File: src/arbiter_map.vh
// Register offsets, field positions and constants of the serial bus arbiter
`ifndef ARBITER_MAP_VH
`define ARBITER_MAP_VH
`define ADDR_CTRL 1'b0
`define ADDR_DATA 1'b1
`define BIT_MODE_LO 0
`define BIT_MODE_HI 1
`define BIT_TOP 2
`define BIT_OVF 3
`define BIT_RUN 4
`define BIT_DONE 5
`define BIT_CLKSEL 6
`define BIT_LOST 7
`define MODE_IDLE 2'b00
`define MODE_MEAS 2'b01
`define MODE_ARB 2'b10
`define SAMPLE_BUS 9'h038
`define SAMPLE_PRE 9'h008
`define BUS_DIV 2'h3
`endif

File: src/serial_bus_arbiter_counter.v
// Serial bus arbiter: 9-bit counter for bit timing and bus arbitration
//
// The placing of the registers and register access over Avalon-MM were decided locally.
`timescale 1ns/10ps
`include "arbiter_map.vh"

////////////////////////////////////////////////////////////////////////////////
// Function
// - 9-bit counter with overflow bit, sequenced by mode control logic.
// - Mode 00 idle and reset, 01 bit time measurement, 10 arbitration.
// - Mode field read/write; reset clears it to idle.
// - Arbitration lost clears on write of zero to upper mode bit, or reset.
// - Clock select 1 uses half prescaler clock, 0 bus clock over four.
// - Prescaler runs from bus clock or crystal clock per config bit.
// - Measurement done set on completion; cleared by control write or reset.
// - Running flag reads 1 while counting; reset clears it.
// - Overflow flag shows counter overflow; control write or reset clears it.
// - Mode 00 holds counter in reset while selected.
// - Counter top bit readable in control register; control write or reset clears.
// - Low eight counter bits readable in data register; control write or reset clears.
// - Bus clock measurement runs between two falling receive edges.
// - Prescaler measurement runs from receive low to next rising edge.
// - Receive already low at enable with prescaler source starts at once.
// - Arbitration starts counter on each rising internal transmit edge.
// - At 0x38 or 0x08 sample receive; low sets arbitration lost.
// - Arbitration lost forces transmit pin high.
// - Transmit low before receive low resets counter, awaiting next rise.
module serial_bus_arbiter_counter
(
    // Clock, reset, enable
    input wire clock,
    input wire rstn,
    input wire clock_en,
    // Avalon-MM slave
    input wire address,
    input wire read,
    input wire write,
    input wire [7:0] writedata,
    output reg [7:0] readdata,
    output reg waitrequest,
    // Clock sources
    input wire crystal_clock,
    input wire baud_clock_source_select,
    input wire prescaler_tick,
    // Serial lines
    input wire rxd_pin,
    input wire internal_transmit_output,
    output reg txd_pin
);

////////////////////////////////////////////////////////////////////////////////
// Pin synchronisers
reg rx_meta_reg;
reg rx_sync_reg;
reg rx_prev_reg;
reg xc_meta_reg;
reg xc_sync_reg;
reg xc_prev_reg;
reg pt_meta_reg;
reg pt_sync_reg;
reg pt_prev_reg;

// Receive line idles high; resetting the chain high avoids a false edge
always @(posedge clock)
begin
    if (!rstn)
    begin
        rx_meta_reg <= 1'b1;
        rx_sync_reg <= 1'b1;
        rx_prev_reg <= 1'b1;
    end
    else if (clock_en)
    begin
        rx_meta_reg <= rxd_pin;
        rx_sync_reg <= rx_meta_reg;
        rx_prev_reg <= rx_sync_reg;
    end
end

// Crystal and prescaler pins are slow clocks, sampled only for their edges
always @(posedge clock)
begin
    if (!rstn)
    begin
        xc_meta_reg <= 1'b0;
        xc_sync_reg <= 1'b0;
        xc_prev_reg <= 1'b0;
        pt_meta_reg <= 1'b0;
        pt_sync_reg <= 1'b0;
        pt_prev_reg <= 1'b0;
    end
    else if (clock_en)
    begin
        xc_meta_reg <= crystal_clock;
        xc_sync_reg <= xc_meta_reg;
        xc_prev_reg <= xc_sync_reg;
        pt_meta_reg <= prescaler_tick;
        pt_sync_reg <= pt_meta_reg;
        pt_prev_reg <= pt_sync_reg;
    end
end

wire rx_fall = rx_prev_reg & ~rx_sync_reg;
wire rx_rise = ~rx_prev_reg & rx_sync_reg;
wire xc_rise = ~xc_prev_reg & xc_sync_reg;
wire pt_rise = ~pt_prev_reg & pt_sync_reg;

////////////////////////////////////////////////////////////////////////////////
// Helpers

// Sample point of arbitration depends on the counter clock source
function at_sample_point;
    input [8:0] count;
    input clk_sel;
    begin
        if (clk_sel)
            at_sample_point = (count == `SAMPLE_PRE);
        else
            at_sample_point = (count == `SAMPLE_BUS);
    end
endfunction

// Counter advance; the carry is dropped here and flagged by the caller
function [8:0] count_plus_one;
    input [8:0] count;
    begin
        count_plus_one = count + 9'h001;
    end
endfunction

// Status byte as software reads it
function [7:0] status_image;
    input lost;
    input clk_sel;
    input done;
    input run;
    input ovf;
    input top;
    input [1:0] mode;
    begin
        status_image = {lost, clk_sel, done, run, ovf, top, mode};
    end
endfunction

////////////////////////////////////////////////////////////////////////////////
// Register state
reg [1:0] mode_reg;
reg clk_sel_reg;
reg lost_reg;
reg done_reg;
reg run_reg;
reg ovf_reg;
reg [8:0] count_reg;
reg tx_prev_reg;
reg armed_reg;
reg meas_seen_reg;
reg [1:0] bus_div_reg;
reg pre_half_reg;

////////////////////////////////////////////////////////////////////////////////
// Decoded events
wire bus_access = (read | write) & waitrequest;
wire ctrl_wr = write & ~waitrequest & (address == `ADDR_CTRL);

// Crystal edges stand in for the prescaler output when the crystal feeds it
wire pre_tick = baud_clock_source_select ? xc_rise : pt_rise;
wire pre_step = pre_tick & pre_half_reg;
wire bus_step = (bus_div_reg == `BUS_DIV);
wire cnt_step = clk_sel_reg ? pre_step : bus_step;

// Internal transmit output is same-clock logic and needs no synchroniser
wire tx_rise = internal_transmit_output & ~tx_prev_reg;

wire meas_mode = (mode_reg == `MODE_MEAS);
wire arb_mode = (mode_reg == `MODE_ARB);

wire meas_start = meas_mode & ~run_reg & ~meas_seen_reg &
    (clk_sel_reg ? ~rx_sync_reg : rx_fall);
wire meas_stop = meas_mode & run_reg & (clk_sel_reg ? rx_rise : rx_fall);
wire meas_step = meas_mode & run_reg & ~meas_stop & cnt_step;

wire arb_start = arb_mode & tx_rise;
wire arb_abort = arb_mode & ~tx_rise & armed_reg & ~internal_transmit_output &
    rx_sync_reg;
wire arb_sample = arb_mode & ~tx_rise & ~arb_abort & run_reg &
    at_sample_point(count_reg, clk_sel_reg);
wire arb_step = arb_mode & ~tx_rise & ~arb_abort & run_reg & ~arb_sample &
    cnt_step;

wire lost_set = arb_sample & ~rx_sync_reg;
// Carry out of the top count while measuring
wire ovf_set = meas_step & (count_reg == 9'h1ff);

////////////////////////////////////////////////////////////////////////////////
// Counter clock dividers
// Bus divider free-runs, so a measurement may start mid-phase: up to one step lost
always @(posedge clock)
begin
    if (!rstn)
    begin
        bus_div_reg <= 2'h0;
        pre_half_reg <= 1'b0;
    end
    else if (clock_en)
    begin
        bus_div_reg <= bus_div_reg + 2'h1;
        if (pre_tick)
            pre_half_reg <= ~pre_half_reg;
    end
end

////////////////////////////////////////////////////////////////////////////////
// Avalon-MM slave: one wait state per access
// Answer is registered so every output stays a flip-flop, at one cycle of latency
always @(posedge clock)
begin
    if (!rstn)
    begin
        waitrequest <= 1'b1;
        readdata <= 8'h00;
    end
    else if (clock_en)
    begin
        waitrequest <= ~bus_access;
        if (read & waitrequest)
        begin
            if (address == `ADDR_CTRL)
                readdata <= status_image(lost_reg, clk_sel_reg, done_reg, run_reg,
                    ovf_reg, count_reg[8], mode_reg);
            else
                readdata <= count_reg[7:0];
        end
    end
end

////////////////////////////////////////////////////////////////////////////////
// Mode and clock select; reserved mode 11 is stored but counts nothing
always @(posedge clock)
begin
    if (!rstn)
    begin
        mode_reg <= `MODE_IDLE;
        clk_sel_reg <= 1'b0;
    end
    else if (clock_en && ctrl_wr)
    begin
        mode_reg <= writedata[`BIT_MODE_HI:`BIT_MODE_LO];
        clk_sel_reg <= writedata[`BIT_CLKSEL];
    end
end

////////////////////////////////////////////////////////////////////////////////
// Previous transmit level; resets to the idle high so reset makes no false rise
always @(posedge clock)
begin
    if (!rstn)
        tx_prev_reg <= 1'b1;
    else if (clock_en)
        tx_prev_reg <= internal_transmit_output;
end

////////////////////////////////////////////////////////////////////////////////
// Counter, running flag and arbitration arming
always @(posedge clock)
begin
    if (!rstn)
    begin
        count_reg <= 9'h000;
        run_reg <= 1'b0;
        armed_reg <= 1'b0;
        meas_seen_reg <= 1'b0;
    end
    else if (clock_en)
    begin
        if (ctrl_wr)
        begin
            count_reg <= 9'h000;
            run_reg <= 1'b0;
            armed_reg <= 1'b0;
            meas_seen_reg <= 1'b0;
        end
        else
        begin
            case (mode_reg)
                `MODE_IDLE:
                begin
                    count_reg <= 9'h000;
                    run_reg <= 1'b0;
                    armed_reg <= 1'b0;
                    meas_seen_reg <= 1'b0;
                end
                `MODE_MEAS:
                begin
                    if (meas_start)
                    begin
                        run_reg <= 1'b1;
                        meas_seen_reg <= 1'b1;
                    end
                    else if (meas_stop)
                        run_reg <= 1'b0;
                    else if (meas_step)
                        count_reg <= count_plus_one(count_reg);
                end
                `MODE_ARB:
                begin
                    if (arb_start)
                    begin
                        count_reg <= 9'h000;
                        run_reg <= 1'b1;
                        armed_reg <= 1'b1;
                    end
                    else if (arb_abort)
                    begin
                        count_reg <= 9'h000;
                        run_reg <= 1'b0;
                        armed_reg <= 1'b0;
                    end
                    else if (arb_sample)
                    begin
                        run_reg <= 1'b0;
                        armed_reg <= 1'b0;
                    end
                    else if (arb_step)
                        count_reg <= count_plus_one(count_reg);
                end
                default:
                begin
                    // Reserved code: counter holds, nothing runs
                    run_reg <= 1'b0;
                    armed_reg <= 1'b0;
                end
            endcase
        end
    end
end

////////////////////////////////////////////////////////////////////////////////
// Status flags: a hardware event in the same cycle as a clearing write wins
always @(posedge clock)
begin
    if (!rstn)
    begin
        done_reg <= 1'b0;
        ovf_reg <= 1'b0;
        lost_reg <= 1'b0;
    end
    else if (clock_en)
    begin
        if (meas_stop)
            done_reg <= 1'b1;
        else if (ctrl_wr)
            done_reg <= 1'b0;

        if (ovf_set)
            ovf_reg <= 1'b1;
        else if (ctrl_wr)
            ovf_reg <= 1'b0;

        if (lost_set)
            lost_reg <= 1'b1;
        else if (ctrl_wr && !writedata[`BIT_MODE_HI])
            lost_reg <= 1'b0;
    end
end

////////////////////////////////////////////////////////////////////////////////
// Transmit pin: a lost arbitration holds the line recessive
always @(posedge clock)
begin
    if (!rstn)
        txd_pin <= 1'b1;
    else if (clock_en)
        txd_pin <= internal_transmit_output | lost_reg;
end

endmodule

File: config.mk
export PLATFORM = sky130hd
export DESIGN_NAME = serial_bus_arbiter_counter
export DESIGN_NICKNAME = d
export VERILOG_FILES = /design/src/serial_bus_arbiter_counter.v
export VERILOG_INCLUDE_DIRS = /design/src
export SDC_FILE = /design/constraint.sdc
export NUM_CORES = 1
export LEC_CHECK = 0
export ABC_AREA = 1
export BUFFER_PORTS_ARGS = -buffer_cell sky130_fd_sc_hd__clkbuf_2
export CAP_MARGIN = 5
export CELL_PAD_IN_SITES_DETAIL_PLACEMENT = 1
export CELL_PAD_IN_SITES_GLOBAL_PLACEMENT = 1
export CORE_MARGIN = 10
export CORE_UTILIZATION = 25
export DETAILED_ROUTE_END_ITERATION = 8
export PLACE_DENSITY = 0.52
export RECOVER_POWER = 50
export SLEW_MARGIN = 30
export SYNTH_ARGS = -nofsm -noshare
export SYNTH_HDL_FRONTEND = slang
export SYNTH_SLANG_ARGS = --single-unit
export TNS_END_PERCENT = 5
File: constraint.sdc
create_clock -name clock -period 5.2 [get_ports clock]
set_clock_uncertainty 0.15 [all_clocks]
set_input_delay 1.3 -clock clock [delete_from_list [all_inputs] [get_ports clock]]
set_output_delay 1.3 -clock clock [all_outputs]
set_load 0.02 [all_outputs]
==> flow_summary_export.csv <==
group,metric,value,unit
run_status,outcome,"finished, final reports clean",
routing,dr.pass1.iters,4,
sta,setup_ws,1.93,ns
synthesis,synth_enable_flop_cells,0,
routing,met3RoutedLength,176,microns
routing,via_count,1954,
routing,wl_met1,3.15,mm
routing,ant_nets,0,
final_layout,nNetsFinal,350,
cts,cts_tree,"done",
sta,final_hold_viol_count,0,
cts,cts_resized,0,
cts,cts.root.buffer_cell,"sky130_fd_sc_hd__clkbuf_8",
final_layout,flip_flop_count_of_the_largest_register_after_layout,9,
setup_path,critPathMaxStageDelay,0.91,ns
final_layout,post-route-util,29.4,%
placed_design,gp_routability_congestion,0.759,
routing,drc,0,
sta,achievable-frequency,0.306,GHz
flow_run,max_cap_viol_count,0,
global_route,grt_pass1_wl,10.3,mm
sta,setup_repair_after_global_routing_missed_its_margin,"no",
sta,layout_worst_path_cycle_share,62.8,%
synthesis,synth_cells,304,
cts,clk_path_buf_depth,2,
synthesis,synthAdderAreaFrac,4.13,%
routing,routed-wl-met2,2.76,mm
synthesis,ys_async_sr_fraction,0,%
cts,postCtsSetupBuffers,0,
global_route,grt_antenna_before_repair,0,
power,power_density,298,mW/mm^2
setup_path,worstSetupPathType,"input pin to flop",
synthesis,synth.largest_area_cell,"sky130_fd_sc_hd__dfxtp_1",
setup_path,ff2ff_setup_slack,3.22,ns
setup_path,worst_setup_path_start_kind,"input pin",
routing,drt_iter0_drc,61,
placed_design,numPortBuffers,23,
sta,fin_crit,3.27,ns
global_route,grt_pass1_vias,1975,
setup_path,cp_cell_sequence,"clkbuf_1, inv_1, a21oi_1, o21ai_0",
synthesis,synthDominantCellAreaShare,38.7,%
synthesis,avgSynthCellArea,6.97,sq um
global_route,grt_max_degree,27,
final_layout,area_delta_synth_final,14.0,%
synthesis,ys.warnings.count,0,
setup_path,largest_driver_fanout_on_the_critical_path,26,
floorplan,die_area,0.0126,sq mm
floorplan,die_height,112,microns
synthesis,synth_top_family_by_area,"simple AND/OR/NAND/NOR gates",
cts,insertion_delay,0.30,ns
synthesis,post_synth_xor_area_fraction,1.65,%
global_route,grt_use_total,10.0,%
synthesis,synth_seq_area_share,38.7,%
routing,viasPerCell,4.54,
final_layout,antenna-diode-count,0,
setup_path,critPathCaptureType,"flop",
sta,finalSetupViolations,0,
power,power_switching,202,uW
synthesis,compound_gate_fraction_of_synth_area,14.9,%
power,seq_power_share,48.1,%
cts,htreeDepth,2,
global_route,globalRoute.totalOverflow,0,
min_path,hold_class,"flop to flop",
floorplan,start_util,25.8,%
routing,highest_signal_layer,"met4",
power,vdd.ir_drop.worst,0.104,mV
floorplan,width_of_the_chip,112,microns
synthesis,synth_nets,330,
setup_path,required,5.22,ns
synthesis,synth_top_cells_by_area,"sky130_fd_sc_hd__dfxtp_1 (39%), sky130_fd_sc_hd__nand2_1 (11%), sky130_fd_sc_hd__nor2_1 (8.9%)",
cts,cts_made_buffers,5,
setup_path,critical-path-slowest-cell,"sky130_fd_sc_hd__clkbuf_1",
synthesis,synthDistinctLibCells,32,
synthesis,yosys-mux-area-fraction,0,%
sta,max_slew.worst_pin.slew,1.29,ns
synthesis,ys_flop_type,"sky130_fd_sc_hd__dfxtp_1",
cts,ctsHoldBuffers,0,
synthesis,synth.cell_area,0.00212,sq mm
final_layout,layout-drive-gt1-share,11.4,%
cts,cts_num_sinks,41,
sta,number_of_pins_exceeding_their_max_slew_limit_in_the_final_report,0,
routing,routed_wl,6.18,mm
floorplan,fp-row-count,33,
floorplan,io-pin-count,29,
power,power.leakage,1.01,nW
power,power_frac_comb,12.7,%
synthesis,synthSimpleGateAreaFrac,30.5,%
setup_path,critPathArrivalTime,3.29,ns
power,power.total,720,uW
power,share_clk_of_total_power,39.2,%
sta,slew-limit-headroom,14.1,%
placed_design,dp_hpwl,4.52,mm
power,p_int,518,uW
placed_design,detailedPlace.worstSlack,2.10,ns
sta,setup_total_negative_slack,0,ns
synthesis,postSynthRegisterBits,41,
power,power.switching_fraction,28.1,%
cts,clk_transition_reported_paths,0.09,ns
routing,wl_per_cell,14.4,microns
floorplan,placeableCoreArea,0.00822,sq mm
-- per-stage QoR --
step	hold slack [ns]	area (sq um)	std cells
6_report	0.310	2420	430
2_1_floorplan	0.279	2120	304
4_1_cts	0.317	2430	430
3_5_place_dp	0.303	2310	422
3_3_place_gp	0.295	2310	422
5_1_grt	0.333	2420	430
-- Yosys cell counts, drive strengths merged, types with 3 or more instances --
| library cell | n |
|---|---|
| nand2 | 65 |
| nor2 | 54 |
| inv | 42 |
| dfxtp | 41 |
| o21ai | 18 |
| nand3 | 17 |
| a211oi | 16 |
| a21oi | 14 |
| ha | 7 |
| clkbuf | 6 |
| nor3 | 5 |
| buf | 4 |
| nand4 | 3 |
-- metal layers --
metal | vias to the layer above | GRT usage (%)
met2 | 24 | 15.7
li1 | 1022 | -
met1 | 903 | 13.1
met4 | 0 | 4.06
met5 | - | 0
met3 | 5 | 2.18
-- placed cells by master (no fill, tap or decap), drive strengths merged --
| cell type | Yosys | layout |
|---|---|---|
| clkinvlp | 0 | 1 |
| o211ai | 2 | 2 |
| nor2 | 54 | 54 |
| nor3 | 5 | 5 |
| o2111ai | 1 | 1 |
| nand4 | 3 | 3 |
| nor4 | 1 | 1 |
| dfxtp | 41 | 41 |
| a21oi | 14 | 14 |
| a211oi | 16 | 16 |
| nand2 | 65 | 65 |
| inv | 42 | 42 |
| o21ai | 18 | 18 |
| xnor2 | 2 | 2 |
| and3 | 1 | 1 |
| clkbuf | 6 | 29 |
| xor2 | 2 | 2 |
| a21boi | 1 | 1 |
| nand3b | 1 | 1 |
| ha | 7 | 7 |
| nor3b | 1 | 1 |
| nand3 | 17 | 17 |
| bufinv | 0 | 1 |
-- cell families after synthesis --
kind of cell,count (synthesis)
adder cells (fa/ha/maj),7
buffers and inverters,52
flip-flops,41
AND/OR/NAND/NOR,148
XOR/XNOR,4
AO/OA/AOI/OAI,52
-- critical path: cells and delay by family --
kind,cells,cell delay (ns)
buffers and inverters,2,1.58
AOI/OAI and AO/OA,2,0.38
-- final timing paths --
kind                                   start           end  cells past startpoint
worst max register to register  count_reg[1]  count_reg[8]                     10
worst min-delay path             pt_prev_reg   pt_prev_reg                      2
worst min register to register   pt_prev_reg   pt_prev_reg                      2
worst max-delay path                    rstn   rx_sync_reg                      4
-- power by group through the flow --
| stage | logic [mW] | registers [mW] | clock network (mW) |
|---|---|---|---|
| 2_1_floorplan | 0.0628 | 0.355 | 0 |
| 3_3_place_gp | 0.0933 | 0.353 | 0 |
| 3_5_place_dp | 0.0943 | 0.354 | 0 |
| 4_1_cts | 0.0950 | 0.347 | 0.292 |
| 5_1_grt | 0.107 | 0.349 | 0.304 |
| 6_report | 0.0914 | 0.346 | 0.282 |
-- area by class of cell --
| cell class | instances | area, sq um |
|---|---|---|
| Sequential cell | 41 | 821 |
| Multi-Input combinational cell | 211 | 1080 |
| Clock inverter | 2 | 37.5 |
| Clock buffer | 6 | 82.6 |
| Timing Repair Buffer | 23 | 103 |
| Inverter | 42 | 158 |
| Fill cell | 1052 | 5800 |
| Tap cell | 105 | 131 |
Power figures use the tool's default switching activity.
